===== src/core/evt_pkg.sv =====
// Constants for the CPU event entry and debug mode unit
package evt_pkg;
  localparam logic [31:0] RESET_ADDR = 32'h8000_0000;
  localparam int AVEC_W = 14;
  localparam logic [31:0] OFF_UNRECOV = 32'h0000_0000;
  localparam logic [31:0] OFF_BUS_DATA = 32'h0000_0008;
  localparam logic [31:0] OFF_BUS_INSTR = 32'h0000_000c;
  localparam logic [31:0] OFF_NMI = 32'h0000_0010;
  localparam logic [31:0] OFF_INSTR_ADDR = 32'h0000_0014;
  localparam logic [31:0] OFF_BREAKPOINT = 32'h0000_001c;
  localparam logic [31:0] OFF_ILLEGAL = 32'h0000_0020;
  localparam logic [31:0] OFF_UNIMPL = 32'h0000_0024;
  localparam logic [31:0] OFF_PRIV = 32'h0000_0028;
  localparam logic [31:0] OFF_SCALL = 32'h0000_0100;
  localparam logic [31:0] OFF_DADDR_RD = 32'h0000_0034;
  localparam logic [31:0] OFF_DADDR_WR = 32'h0000_0038;
  localparam logic [31:0] SCALL_RET_INC = 32'h0000_0002;
  // APB register byte addresses
  localparam logic [11:0] A_STATUS = 12'h000;
  localparam logic [11:0] A_VBASE = 12'h004;
  localparam logic [11:0] A_RSR_DBG = 12'h030;
  localparam logic [11:0] A_RAR_DBG = 12'h050;
  localparam logic [11:0] A_CAUSE = 12'h010;
  // Status word bits
  localparam int SR_GM = 16;
  localparam int SR_I0M = 17;
  localparam int SR_I3M = 20;
  localparam int SR_EM = 21;
  localparam int SR_MODE_LO = 22;
  localparam int SR_MODE_HI = 24;
  localparam int SR_DEBUG = 26;
  localparam int SR_DMASK = 27;
  localparam logic [31:0] SR_RESET = 32'h0021_0000 | 32'h0040_0000;
  localparam logic [2:0] MODE_SUP = 3'h1;
  localparam logic [2:0] MODE_INT0 = 3'h2;
  localparam logic [2:0] MODE_EXC = 3'h6;
  localparam logic [2:0] MODE_NMI = 3'h7;
  localparam int NUM_EV = 14;
  // Event index, lower index wins
  localparam int EV_UNRECOV = 0;
  localparam int EV_BUS_DATA = 1;
  localparam int EV_BUS_INSTR = 2;
  localparam int EV_NMI = 3;
  localparam int EV_INT3 = 4;
  localparam int EV_INT0 = 7;
  localparam int EV_INSTR_ADDR = 8;
  localparam int EV_BREAKPOINT = 9;
  localparam int EV_ILLEGAL = 10;
  localparam int EV_UNIMPL = 11;
  localparam int EV_PRIV = 12;
  localparam int EV_SCALL = 13;
  localparam int NUM_STAGES = 2;
endpackage : evt_pkg


===== src/core/evt_entry.sv =====
// CPU event entry, priority, vectoring and debug mode control
//
// Summary of operation
// RULE1 - scall and rets use the system stack
// RULE2 - debug request enters debug unless masked
// RULE3 - debug entry sets debug flag, jumps handler
// RULE4 - debug saves state in dedicated return registers
// RULE5 - mode bits writable freely while in debug
// RULE6 - debug return restores pre-debug context
// RULE7 - fetch starts at 0x80000000 after reset
// RULE8 - interrupts enter vector base plus autovector
// RULE9 - scall handler at vector base plus 0x100
// RULE10 - each exception has own fixed offset
// RULE11 - reset, debug stop, unrecoverable ranked first; the plain debug request is also taken ahead of unrecoverable
// RULE12 - data bus error outranks instruction bus error
// RULE13 - NMI at 0x10 above interrupt levels
// RULE14 - interrupt level 3 down to level 0
// RULE15 - instruction exceptions return to offending PC
// RULE16 - scall returns to call PC plus 2
// RULE17 - oldest pipeline instruction events handled first
// RULE18 - breakpoint at 0x1c, first non-completed return
// RULE19 - reset records no return address
// RULE20 - absent unit events never raised
// RULE21 - bus addresses never remapped
// RULE22 - clocks undivided on RC oscillator at start
// RULE23 - target is vector base OR offset
// RULE24 - accepted event masks equal and lower levels
// RULE25 - resolution and vector chosen in one step
//
// The register offsets and the APB slave port were decided locally.
`timescale 1ns/1ps
`default_nettype none
module evt_entry #(
  parameter int NSTG = evt_pkg::NUM_STAGES
) (
  input wire logic sys_clk,
  input wire logic rst_n,
  // APB slave
  input wire logic psel,
  input wire logic penable,
  input wire logic pwrite,
  input wire logic [11:0] paddr,
  input wire logic [31:0] pwdata,
  output logic [31:0] prdata,
  output logic pready,
  output logic pslverr,
  // Pipeline event inputs, stage NSTG-1 oldest
  input wire logic [NSTG*evt_pkg::NUM_EV-1:0] ev_req,
  input wire logic [NSTG*32-1:0] stage_pc,
  input wire logic [31:0] next_pc,
  input wire logic [evt_pkg::AVEC_W-1:0] avec_offset,
  input wire logic [31:0] cur_sr,
  input wire logic dbg_req,
  input wire logic stop_req,
  input wire logic [31:0] stop_addr,
  input wire logic retd_exec,
  input wire logic rete_exec,
  input wire logic rets_exec,
  input wire logic [31:0] stack_pc,
  input wire logic [31:0] stack_sr,
  // Redirect to the fetch unit
  output logic fetch_valid,
  output logic [31:0] fetch_addr,
  output logic push_valid,
  output logic [31:0] push_pc,
  output logic [31:0] push_sr,
  output logic pop_valid,
  output logic [31:0] sr_out,
  output logic debug_active_flag,
  output logic clk_div_bypass,
  output logic ev_accepted
);
  localparam int N = evt_pkg::NUM_EV;
  localparam int SW = (NSTG > 1) ? $clog2(NSTG) : 1;

  // ------------------------------------------------------------
  // Reset synchroniser
  // ------------------------------------------------------------
  logic rs1_q, rs2_q;
  always_ff @(posedge sys_clk or negedge rst_n) begin
    if (!rst_n) begin
      rs1_q <= 1'b0;
      rs2_q <= 1'b0;
    end else begin
      rs1_q <= 1'b1;
      rs2_q <= rs1_q;
    end
  end
  wire logic rst_i_n = rs2_q;

  // ------------------------------------------------------------
  // Pin synchronisers for external requests
  // ------------------------------------------------------------
  logic [1:0] dbg_s_q, stop_s_q;
  always_ff @(posedge sys_clk or negedge rst_i_n) begin
    if (!rst_i_n) begin
      dbg_s_q <= 2'b00;
      stop_s_q <= 2'b00;
    end else begin
      dbg_s_q <= {dbg_s_q[0], dbg_req};
      stop_s_q <= {stop_s_q[0], stop_req};
    end
  end
  wire logic dbg_sync = dbg_s_q[1];
  wire logic stop_sync = stop_s_q[1];

  // ------------------------------------------------------------
  // Registers
  // ------------------------------------------------------------
  logic [31:0] vbase_q, rsr_dbg_q, rar_dbg_q, sr_q, cause_q;
  logic first_q;

  // Absent MMU/coprocessor/FPU have no index, so none can be raised
  // [RULE20]
  function automatic logic [31:0] ev_offset(input logic [3:0] e);
    logic [31:0] o;
    o = evt_pkg::OFF_UNRECOV;
    unique case (e)
      4'h0: o = evt_pkg::OFF_UNRECOV; // [RULE11]
      4'h1: o = evt_pkg::OFF_BUS_DATA; // [RULE12]
      4'h2: o = evt_pkg::OFF_BUS_INSTR; // [RULE12]
      4'h3: o = evt_pkg::OFF_NMI; // [RULE13]
      4'h8: o = evt_pkg::OFF_INSTR_ADDR;
      4'h9: o = evt_pkg::OFF_BREAKPOINT; // [RULE18]
      4'ha: o = evt_pkg::OFF_ILLEGAL; // [RULE10]
      4'hb: o = evt_pkg::OFF_UNIMPL; // [RULE10]
      4'hc: o = evt_pkg::OFF_PRIV; // [RULE10]
      4'hd: o = evt_pkg::OFF_SCALL; // [RULE9]
      default: o = evt_pkg::OFF_UNRECOV;
    endcase
    return o;
  endfunction : ev_offset

  function automatic logic is_irq(input logic [3:0] e);
    return (e >= 4'(evt_pkg::EV_INT3)) && (e <= 4'(evt_pkg::EV_INT0));
  endfunction : is_irq

  // ------------------------------------------------------------
  // Event masking and selection
  // ------------------------------------------------------------
  // Critical events ignore the masks [RULE24]
  logic [N-1:0] ev_maskok;
  always_comb begin
    ev_maskok = '1;
    for (int l = 0; l < 4; l++) begin
      ev_maskok[evt_pkg::EV_INT0 - l] = !sr_q[evt_pkg::SR_I0M + l]
        && !sr_q[evt_pkg::SR_GM];
    end
    for (int e = evt_pkg::EV_INSTR_ADDR; e < N; e++) begin
      if (e != evt_pkg::EV_SCALL && e != evt_pkg::EV_BREAKPOINT) begin
        ev_maskok[e] = !sr_q[evt_pkg::SR_EM];
      end
    end
  end
  logic [NSTG*N-1:0] ev_eff;
  genvar g;
  generate
    for (g = 0; g < NSTG; g++) begin : g_mask
      assign ev_eff[g*N +: N] = ev_req[g*N +: N] & ev_maskok;
    end
  endgenerate

  logic pr_found;
  logic [SW-1:0] pr_stage;
  logic [3:0] pr_idx;
  evt_prio #(.N(N), .S(NSTG)) u_prio (
    .ev_stage(ev_eff),
    .found(pr_found),
    .stage(pr_stage),
    .idx(pr_idx)
  ); // [RULE17] [RULE11] [RULE14]

  wire logic [31:0] off_sel = is_irq(pr_idx)
    ? {{(32 - evt_pkg::AVEC_W){1'b0}}, avec_offset} // [RULE8]
    : ev_offset(pr_idx);
  wire logic [31:0] ev_target = vbase_q | off_sel; // [RULE23]
  wire logic [31:0] off_pc = stage_pc[pr_stage*32 +: 32];
  // Return address choice [RULE15] [RULE16] [RULE12] [RULE13]
  wire logic ret_offending = (pr_idx == 4'(evt_pkg::EV_UNRECOV))
    || (pr_idx >= 4'(evt_pkg::EV_ILLEGAL))
    || (pr_idx == 4'(evt_pkg::EV_INSTR_ADDR));
  wire logic [31:0] ev_ret = (pr_idx == 4'(evt_pkg::EV_SCALL))
    ? off_pc + evt_pkg::SCALL_RET_INC
    : (ret_offending ? off_pc : next_pc);

  wire logic in_debug = sr_q[evt_pkg::SR_DEBUG];
  // Debug stop outranks all but reset; plain request is maskable
  wire logic take_stop = stop_sync && !in_debug; // [RULE11]
  wire logic take_dbg = dbg_sync && !in_debug
    && !sr_q[evt_pkg::SR_DMASK]; // [RULE2]
  wire logic take_ev = pr_found && !take_stop && !take_dbg && !first_q;

  // New status on event acceptance [RULE24]
  logic [31:0] sr_ev;
  always_comb begin
    sr_ev = sr_q;
    if (is_irq(pr_idx)) begin
      for (int l = 0; l < 4; l++) begin
        if (4'(evt_pkg::EV_INT0 - l) >= pr_idx) begin
          sr_ev[evt_pkg::SR_I0M + l] = 1'b1;
        end
      end
      sr_ev[evt_pkg::SR_MODE_HI:evt_pkg::SR_MODE_LO] =
        evt_pkg::MODE_INT0 + 3'(evt_pkg::EV_INT0 - pr_idx);
    end else if (pr_idx == 4'(evt_pkg::EV_SCALL)) begin
      sr_ev[evt_pkg::SR_MODE_HI:evt_pkg::SR_MODE_LO] = evt_pkg::MODE_SUP;
    end else begin
      sr_ev[evt_pkg::SR_EM] = 1'b1;
      sr_ev[evt_pkg::SR_GM] = 1'b1;
      for (int l = 0; l < 4; l++) begin
        sr_ev[evt_pkg::SR_I0M + l] = 1'b1;
      end
      sr_ev[evt_pkg::SR_MODE_HI:evt_pkg::SR_MODE_LO] =
        (pr_idx == 4'(evt_pkg::EV_NMI)) ? evt_pkg::MODE_NMI
                                        : evt_pkg::MODE_EXC;
    end
  end

  // Debug entry: exception context, global mask raised, flag set [RULE3]
  logic [31:0] sr_dbg;
  always_comb begin
    sr_dbg = sr_q;
    sr_dbg[evt_pkg::SR_DEBUG] = 1'b1;
    sr_dbg[evt_pkg::SR_GM] = 1'b1;
    sr_dbg[evt_pkg::SR_MODE_HI:evt_pkg::SR_MODE_LO] = evt_pkg::MODE_EXC;
  end

  // ------------------------------------------------------------
  // APB decode
  // ------------------------------------------------------------
  wire logic apb_acc = psel && penable;
  wire logic apb_wr = apb_acc && pwrite;
  wire logic hit_sr = paddr == evt_pkg::A_STATUS;
  wire logic hit_vb = paddr == evt_pkg::A_VBASE;
  wire logic hit_rsr = paddr == evt_pkg::A_RSR_DBG;
  wire logic hit_rar = paddr == evt_pkg::A_RAR_DBG;
  wire logic hit_cause = paddr == evt_pkg::A_CAUSE;
  wire logic hit_any = hit_sr || hit_vb || hit_rsr || hit_rar || hit_cause;
  // Mode bits only writable from software while in debug [RULE5]
  wire logic [31:0] sr_wmask = in_debug ? 32'hffff_ffff
    : ~(32'h0000_0007 << evt_pkg::SR_MODE_LO);
  wire logic [31:0] sr_sw = (sr_q & ~sr_wmask) | (pwdata & sr_wmask);
  wire logic [31:0] rd_mux = hit_sr ? sr_q : hit_vb ? vbase_q
    : hit_rsr ? rsr_dbg_q : hit_rar ? rar_dbg_q
    : hit_cause ? cause_q : 32'h0000_0000;

  // ------------------------------------------------------------
  // Main sequencing, all in one step per event [RULE25]
  // ------------------------------------------------------------
  always_ff @(posedge sys_clk or negedge rst_i_n) begin
    if (!rst_i_n) begin
      sr_q <= evt_pkg::SR_RESET;
      vbase_q <= 32'h0000_0000;
      rsr_dbg_q <= 32'h0000_0000;
      rar_dbg_q <= 32'h0000_0000; // Reset leaves no return [RULE19]
      cause_q <= 32'h0000_0000;
      first_q <= 1'b1;
      fetch_valid <= 1'b0;
      fetch_addr <= evt_pkg::RESET_ADDR;
      push_valid <= 1'b0;
      push_pc <= 32'h0000_0000;
      push_sr <= 32'h0000_0000;
      pop_valid <= 1'b0;
      ev_accepted <= 1'b0;
      prdata <= 32'h0000_0000;
      pready <= 1'b0;
      pslverr <= 1'b0;
    end else begin
      fetch_valid <= 1'b0;
      push_valid <= 1'b0;
      pop_valid <= 1'b0;
      ev_accepted <= 1'b0;
      pready <= psel && !pready;
      pslverr <= psel && !pready && !hit_any;
      prdata <= rd_mux;
      if (apb_wr && pready && hit_vb) vbase_q <= pwdata;
      if (apb_wr && pready && hit_sr) sr_q <= sr_sw;
      if (first_q) begin
        first_q <= 1'b0;
        fetch_valid <= 1'b1;
        fetch_addr <= evt_pkg::RESET_ADDR; // [RULE7] [RULE21]
      end else if (take_stop || take_dbg) begin
        rar_dbg_q <= next_pc; // [RULE4]
        rsr_dbg_q <= sr_q;
        sr_q <= sr_dbg;
        fetch_valid <= 1'b1;
        fetch_addr <= take_stop ? stop_addr
          : vbase_q | evt_pkg::OFF_BREAKPOINT; // [RULE3]
      end else if (retd_exec && in_debug) begin
        sr_q <= rsr_dbg_q; // [RULE6]
        fetch_valid <= 1'b1;
        fetch_addr <= rar_dbg_q;
      end else if (rete_exec || rets_exec) begin
        sr_q <= stack_sr; // [RULE1]
        pop_valid <= 1'b1;
        fetch_valid <= 1'b1;
        fetch_addr <= stack_pc;
      end else if (take_ev) begin
        sr_q <= sr_ev;
        push_valid <= 1'b1; // [RULE1]
        push_pc <= ev_ret;
        push_sr <= sr_q;
        fetch_valid <= 1'b1;
        fetch_addr <= ev_target;
        cause_q <= {28'h0000000, pr_idx};
        ev_accepted <= 1'b1;
      end
    end
  end

  // Clock tree left undivided on the RC oscillator until software
  // reconfigures it elsewhere [RULE22]
  always_ff @(posedge sys_clk or negedge rst_i_n) begin
    if (!rst_i_n) clk_div_bypass <= 1'b1;
    else clk_div_bypass <= 1'b1;
  end

  assign sr_out = sr_q;
  assign debug_active_flag = sr_q[evt_pkg::SR_DEBUG];
endmodule : evt_entry
`default_nettype wire


===== src/core/evt_prio.sv =====
// Fixed-priority picker with per-stage oldest-first selection
`timescale 1ns/1ps
`default_nettype none
module evt_prio #(
  parameter int N = 14,
  parameter int S = 2
) (
  input wire logic [S*N-1:0] ev_stage,
  output logic found,
  output logic [$clog2(S)-1:0] stage,
  output logic [$clog2(N)-1:0] idx
);
  // Stage S-1 is oldest and wins regardless of younger priorities
  always_comb begin
    found = 1'b0;
    stage = '0;
    idx = '0;
    for (int s = 0; s < S; s++) begin
      for (int i = N - 1; i >= 0; i--) begin
        if (ev_stage[s*N+i]) begin
          found = 1'b1;
          stage = s[$clog2(S)-1:0];
          idx = i[$clog2(N)-1:0];
        end
      end
      // Inner loop leaves the highest priority; outer keeps the oldest
    end
  end
endmodule : evt_prio
`default_nettype wire


===== config.mk =====
export PLATFORM = sky130hd
export DESIGN_NAME = evt_entry
export DESIGN_NICKNAME = d
export VERILOG_FILES = /design/src/core/evt_pkg.sv /design/src/core/evt_entry.sv /design/src/core/evt_prio.sv
export SDC_FILE = /design/constraint.sdc
export NUM_CORES = 1
export LEC_CHECK = 0
export BUFFER_PORTS_ARGS = -buffer_cell sky130_fd_sc_hd__buf_2
export CAP_MARGIN = 20
export CORE_AREA = 2 2 188 190
export DETAILED_ROUTE_END_ITERATION = 16
export DIE_AREA = 0 0 190 192
export GPL_TIMING_DRIVEN = 0
export PLACE_DENSITY = 0.68
export SETUP_SLACK_MARGIN = 0.4
export SYNTH_ARGS = -nofsm -noshare
export SYNTH_HDL_FRONTEND = slang
export SYNTH_HIERARCHICAL = 1
export SYNTH_SLANG_ARGS = --single-unit
export TNS_END_PERCENT = 1

===== constraint.sdc =====
create_clock -name sys_clk -period 10.3 [get_ports sys_clk]
set_clock_uncertainty 0.2 [all_clocks]
set_input_delay 2.575 -clock sys_clk [delete_from_list [all_inputs] [get_ports sys_clk]]
set_output_delay 2.575 -clock sys_clk [all_outputs]
set_load 0.01 [all_outputs]

== Word-level counts from Yosys, hierarchy flattened ==
Memories as Yosys holds them, arrays and structs flattened.
Cells that the tools add are included.
Widths: inputs -> output; s select.

* Bits in read-only memories: 80
* Register bits: 272
* Memories: 1
* Output and inout bits: 168
* Logic and storage cells: 236

{| class="wikitable"
|+ Memories
! name !! words !! bits a word !! rd ports !! clocked after memory_dff !! wr ports !! RTL line !! text
|-
| (name not given) || 16 || 5 || 1 || 0 || 0 || evt_entry.sv:118 || <nowiki>unique case (e)</nowiki>
|}

* Equal/unequal tests: 19
* Reduce and logical (&&, ||, !) cells: 52
* Shift operators: 1
* Magnitude comparators: 7
* Add/sub/neg operators: 3
* Muxes and demuxes: 115
* Bitwise operators: 11

{| class="wikitable"
|+ Operators by type and width
! cell !! count
|-
| $mux 32 || 19
|-
| $mux 4 || 30
|-
| $and 32x32->32 || 2
|-
| $or 32x32->32 || 2
|-
| $shiftx 64x7->32 || 1
|-
| $mux 1 || 62
|-
| $ne 6x3->1 const B || 6
|-
| $add 32x2->32 const B || 1
|-
| $not 32->32 || 1
|-
| $and 14x14->14 || 2
|-
| $mux 25 || 1
|-
| $logic_and 1x1->1 || 19
|-
| $ge 3x4->1 const A || 4
|-
| $reduce_and 3->1 || 5
|-
| $logic_not 1->1 || 13
|-
| $eq 12x3->1 const B || 1
|-
| $eq 12x5->1 const B || 1
|-
| $eq 12x6->1 const B || 1
|-
| $eq 12x7->1 const B || 1
|-
| $logic_not 12->1 || 1
|-
| $ne 5x3->1 const B || 2
|-
| $eq 4x4->1 const B || 2
|-
| $logic_or 1x1->1 || 8
|-
| $mux 3 || 2
|-
| other kinds (16) || 21
|}

== Logic depth before layout (Yosys ltp) ==
* Depth in word-level cells: 40
* Depth in mapped cells: 17
* Mapped depth without buffers: 14

== Cells and area by module ==
The synthesis kept the hierarchy.

{| class="wikitable"
|+ By module, submodules not included
! module !! instances !! area each (µm²) !! cells each !! sequential area each (µm²)
|-
| evt_entry || 1 || 14300.0 || 1549 || 6812.8
|-
| evt_prio || 1 || 315.3 || 55 || 0.0
|}

== Worst setup path before layout ==
No wires, ideal clock.

* Path kind: input to register
* From: input port ev_req[21] (netlist bit)
* To: register push_pc[10]
* Slack: 4621 ps
* Data required time: 9974 ps
* Buffers on the path: 5
* Setup time: 126 ps
* Data arrival time: 5353 ps
* Cell stages on the path: 12
* Cell sequence: nor3b_1 -> nor4_2 -> nand3_1 -> nand2b_1 -> clkbuf_1 -> buf_2 -> buf_2 -> buf_1 -> buf_1 -> mux2i_1 -> xnor2_1 -> a221o_1

* Elaborated cells between the ends (all ways): 39
* Classes of those cells: add/sub: 1; order compare: 1; eq/ne: 2; shift: 1; mux: 26; bitwise: 1; reduce/logical: 7

{| class="wikitable"
|+ RTL lines
! element !! RTL line !! text
|-
| from (decl) || evt_entry.sv:48 || <nowiki>input wire logic [NSTG*evt_pkg::NUM_EV-1:0] ev_req,</nowiki>
|-
| $and 14x14->14 * || evt_entry.sv:159 || <nowiki>assign ev_eff[g*N +: N] = ev_req[g*N +: N] & ev_maskok;</nowiki>
|-
| $mux 1 * (8 in a row) || evt_prio.sv:20 || <nowiki>if (ev_stage[s*N+i]) begin</nowiki>
|-
| named net pr_stage || evt_entry.sv:164 || <nowiki>logic [SW-1:0] pr_stage;</nowiki>
|-
| $shiftx 64x7->32 * || evt_entry.sv:177 || <nowiki>wire logic [31:0] off_pc = stage_pc[pr_stage*32 +: 32];</nowiki>
|-
| $add 32x2->32 or $mux 32 (tied branches) || evt_entry.sv:183, evt_entry.sv:184 ||
|-
| $mux 32 * || evt_entry.sv:183 || <nowiki>? off_pc + evt_pkg::SCALL_RET_INC</nowiki>
|-
| to (signal assigned) || evt_entry.sv:301 || <nowiki>push_pc <= ev_ret;</nowiki>
|-
| to (decl) || evt_entry.sv:65 || <nowiki>output logic [31:0] push_pc,</nowiki>
|}

The timed path passes the listed nets; every way through them passes the cells marked *.
A chain may end at the register's enable or synchronous reset.

== Worst setup path in the final report ==
* From: input port ev_req[6] (netlist bit)
* To: register sr_q[24] (netlist: sr_out[24])

* Cells in the longest elaborated chain, start to end: 30
* Elaborated cells between the ends (all ways): 59
* Classes of those cells: add/sub: 2; order compare: 2; eq/ne: 1; mux: 49; bitwise: 1; reduce/logical: 4

{| class="wikitable"
|+ RTL lines
! element !! RTL line !! text
|-
| $and 14x14->14 * || evt_entry.sv:159 ||
|-
| named net ev_eff[6] || evt_entry.sv:155 || <nowiki>logic [NSTG*N-1:0] ev_eff;</nowiki>
|-
| $mux 4 * (21 in a row) || evt_prio.sv:20 ||
|-
| named net pr_idx[1] || evt_entry.sv:165 || <nowiki>logic [3:0] pr_idx;</nowiki>
|-
| $sub 3x3->3 (tied with other cells) || evt_entry.sv:204 || <nowiki>evt_pkg::MODE_INT0 + 3'(evt_pkg::EV_INT0 - pr_idx);</nowiki>
|-
| $add 2x3->3 (tied with other cells) || evt_entry.sv:204 ||
|-
| $mux 3 * || evt_entry.sv:197 || <nowiki>if (is_irq(pr_idx)) begin</nowiki>
|-
| $mux 32 * || evt_entry.sv:298 || <nowiki>end else if (take_ev) begin</nowiki>
|-
| $mux 32 * || evt_entry.sv:293 || <nowiki>end else if (rete_exec || rets_exec) begin</nowiki>
|-
| $mux 32 * || evt_entry.sv:289 || <nowiki>end else if (retd_exec && in_debug) begin</nowiki>
|-
| $mux 32 * || evt_entry.sv:282 || <nowiki>end else if (take_stop || take_dbg) begin</nowiki>
|-
| $mux 32 * || evt_entry.sv:278 || <nowiki>if (first_q) begin</nowiki>
|-
| to (signal assigned) || evt_entry.sv:277 || <nowiki>if (apb_wr && pready && hit_sr) sr_q <= sr_sw;</nowiki>
|-
| to (signal assigned) || evt_entry.sv:290 || <nowiki>sr_q <= rsr_dbg_q;</nowiki>
|-
| to (signal assigned) || evt_entry.sv:294 || <nowiki>sr_q <= stack_sr;</nowiki>
|-
| to (decl) || evt_entry.sv:110 || <nowiki>logic [31:0] vbase_q, rsr_dbg_q, rar_dbg_q, sr_q, cause_q;</nowiki>
|}

The timed path passes the listed nets; every way through them passes the cells marked *. The select of a mux whose other input is x is not followed.

==> out/metrics.csv <==
stage,metric,value,unit
floorplanning,initial core utilization,0.426,
timing,final hold vios,0,
setup_path,largest stage delay on the critical path,0.74,ns
placement,Setup WS pre-CTS,3.32,ns
worst_hold_path,Hold Crit Class,reg2reg,
setup_path,Worst Setup End Kind,register,
clock_tree,Max Root-Sink Buffers,3,
floorplanning,total die area,0.0365,mm²
detailed_routing,DR vias/cell,5.99,
clock_tree,clk root buf,clkbuf_16,
layout,share of cells above drive strength 1,0.281,
pwr,total power,3.69,mW
timing,endpoints failing setup,0,
synth,Simple-Gate Fraction of Synth Area,0.190,
timing,worst slew pin tran,1.07,ns
placement,GPL Wtd Cong,0.947,
timing,fin. max-slew vios,0,
pwr,power per cell area,198,mW/mm²
setup_path,setup slack on the worst flop-to-flop path,4.81,ns
global_routing,global routing usage on met2,0.584,
detailed_routing,final wirelength,65600,µm
detailed_routing,drc violations,0,
layout,Layout Area Growth over Synthesis,27.3,%
setup_path,WS Path Type,in2reg,
detailed_routing,drt first pass iters,7,
run,Max Cap Viol,0,
setup_path,CP Max Fanout,10,
pwr,Leakage,9.24,nW
global_routing,largest net degree at the start of global routing,71,
synth,"Seq/Total Area, Yosys",0.466,
synth,post-synthesis xor/xnor area fraction,0.0120,
placement,IO Port Bufs,452,
synth,"area leader, netlist",dfrtp_1,
setup_path,Most common cell on crit path,clkbuf_1,
synth,mean post-synth cell area,9.11,µm²
setup_path,"Data arrival, critical path",6.73,ns
synth,dominant synthesized flop cell,dfrtp_1,
synth,synthesis-stage register bit count,272,
detailed_routing,Iter 0 DRT Violations,1644,
global_routing,met3 Resource Use GR,0.0619,
clock_tree,post-CTS setup buffers,0,
pwr,Worst IR Drop VDD,0.125,mV
floorplanning,core area,0.0343,mm²
setup_path,worst path cell trace,"buf_2, nor3b_1, nor4_1, a21oi_1, o31ai_1, a31oi_1, inv_1, ha_1, nand3_1, clkbuf_1, clkbuf_1, o211ai_1, a32oi_1",
global_routing,met1 Usage GRT,0.446,
clock_tree,total CTS buffers,30,
clock_tree,CTS tree,built,
synth,Synth Area in Adders,0.00856,
outcome,status,completed,
floorplanning,Die W,190,µm
setup_path,startpoint types,input port,
timing,Max Freq,154,MHz
timing,period utilisation layout,0.628,
clock_tree,clk_lat worst skew,0.57,ns
detailed_routing,Via Count,15500,
timing,Final WS setup,3.83,ns
clock_tree,CTS Sinks,272,
global_routing,GR peak layer,met2,
floorplanning,I/O pin total,488,
global_routing,first-pass GRT wire length,93800,µm
synth,mux cell area share after synthesis,0.0818,
synth,Yosys top cell area share,0.457,
layout,FILL cells,3215,
clock_tree,CTS resizes,0,
synth,ranking of synthesized cells by area,"dfrtp_1 46%, nand2_1 9.2%, mux2i_1 4.2%",
clock_tree,"Reg clk slew, reported paths",0.06,ns
detailed_routing,Post-DRT Antenna Nets,0,
synth,Mapped Area,0.0146,mm²
timing,Slew Limit Headroom,0.289,
clock_tree,CTS Hold Buffers Added,0,
global_routing,GRT Total Usage,0.349,
synth,Synth Area in Compound Gates,0.202,
synth,largest family of logic cells by synthesized area,compound AO/OA/AOI/OAI gates,
layout,post-layout net count,2424,
detailed_routing,Routed WL per cell,25.4,µm
clock_tree,number of H-tree levels,1,
placement,hpwl dp,51300,µm
setup_path,Critical Path Slowest Stage Cell,a31oi_1,
setup_path,Worst EP required,10.56,ns
floorplanning,row count,68,
global_routing,initial antenna violation count,9,
synth,Mapped Cells,1604,
timing,RSZ-0062 raised after global routing,no,
timing,post-layout minimum cycle time,6.47,ns
floorplanning,chip height,192,µm
synth,Post-synth EDFFs,0,
synth,Syn. warnings,6,
synth,library cells used by synthesis,75,
global_routing,vias in the first global route,14800,
synth,"Async S/R FF share, synth",1.00,
global_routing,total grt overflow,0,
-- worst max-delay path, delay by kind of cell --
family | cells | cell delay, ns
adder cells (fa/ha/maj) | 1 | 0.31
buffers and inverters | 4 | 1.39
AND/OR/NAND/NOR | 3 | 0.80
AO/OA/AOI/OAI | 5 | 1.65
-- layout make-up --
| class | count | area (µm²) | share of cell area |
|---|---|---|---|
| buffer | 118 | 505 | 0.0272 |
| sequential | 272 | 6820 | 0.366 |
| tap | 455 | 569 | 0.0306 |
| antenna | 9 | 22.5 | 0.00121 |
| timing repair buffer | 457 | 2380 | 0.128 |
| clock buffer | 47 | 916 | 0.0492 |
| clock inverter | 8 | 95.1 | 0.00511 |
| inverter | 16 | 60.1 | 0.00323 |
| multi-input combinational | 1199 | 7250 | 0.389 |
-- worst paths after layout --
path / to / cells past startpoint / from
worst max-delay path: sr_out[24] / 13 / ev_req[6]
worst min-delay path: rs2_q / 0 / rs1_q
worst max register to register: sr_out[24] / 14 / sr_out[16]
worst min register to register: rs2_q / 0 / rs1_q
max in group asynchronous: rs2_q / 1 / rst_n
min in group asynchronous: fetch_addr[19] / 0 / rs2_q
-- flip-flops by register name (all words and copies together) (netlist names), 2 cells and up --
signal and count:
cause_q 4, dbg_s_q 2, fetch_addr 32, prdata 32, push_pc 32, push_sr 32
rar_dbg_q 32, rsr_dbg_q 32, sr_out 32, stop_s_q 2, vbase_q 32
-- report_power, final --
part	internal [mW]	switching (mW)
Combinational	0.387	0.554
Clock	0.657	0.461
Sequential	1.33	0.300
-- kinds of logic after synthesis --
| kind of cell | Yosys count |
|---|---|
| AO/OA/AOI/OAI | 425 |
| AND/OR/NAND/NOR | 629 |
| multiplexers | 112 |
| buffers and inverters | 134 |
| other | 2 |
| XOR/XNOR | 20 |
| adder cells (fa/ha/maj) | 10 |
| flip-flops | 272 |
-- per-layer routing --
layer  share of wire  vias to the layer above  wire, µm
met5         0.00024                        -        16
met4           0.045                        2      2940
met2            0.47                     1037     31000
li1                -                     6792         -
met1            0.38                     7463     24900
met3            0.10                      165      6790
-- cells in the final DEF, fill, tap and decap left out, drive strengths merged, types with 9 or more instances in the layout --
cell type / instances
a211oi: 25
a21oi: 120
a221o: 30
a222oi: 28
a22o: 22
a22oi: 11
a2bb2oi: 15
a31oi: 21
buf: 491
clkbuf: 131
dfrtp: 267
diode: 9
ha: 10
inv: 16
mux2: 50
mux2i: 61
nand2: 359
nand3: 24
nand3b: 9
nor2: 124
nor2b: 19
nor3: 20
nor3b: 17
nor4: 15
o211ai: 11
o21a: 10
o21ai: 64
o221ai: 9
o22a: 11
o31ai: 11
xnor2: 12
-- per-stage QoR --
stage	utilization	setup TNS, ns	hold slack (ns)	instances	cell area [µm²]
floorplan	-	0	0.131	1605	14600
global placement	0.509	-353.45	0.137	2512	17500
detailed placement	0.512	0	0.143	2516	17600
CTS	0.542	0	0.157	2571	18600
global route	0.542	0	0.160	2576	18600
finish	0.543	0	0.153	2581	18600
-- cells in the mapped netlist (9+ instances only) --
| library cell | count |
|---|---|
| nand2_1 | 359 |
| dfrtp_1 | 267 |
| nor2_1 | 122 |
| a21oi_1 | 120 |
| clkbuf_1 | 84 |
| o21ai_0 | 63 |
| mux2i_1 | 61 |
| mux2_2 | 50 |
| a221o_1 | 30 |
| a222oi_1 | 28 |
| a211oi_1 | 25 |
| nand3_1 | 24 |
| a22o_1 | 22 |
| a31oi_1 | 21 |
| nor2b_1 | 19 |
| nor3_1 | 19 |
| inv_1 | 16 |
| a2bb2oi_1 | 15 |
| nor3b_1 | 15 |
| buf_1 | 14 |
| nor4_1 | 12 |
| xnor2_1 | 12 |
| a22oi_1 | 11 |
| buf_2 | 11 |
| o211ai_1 | 11 |
| o22a_1 | 11 |
| o31ai_1 | 11 |
| ha_1 | 10 |
| o21a_1 | 10 |
| nand3b_1 | 9 |
| o221ai_1 | 9 |
No activity file was read; power rests on OpenSTA's default activity.
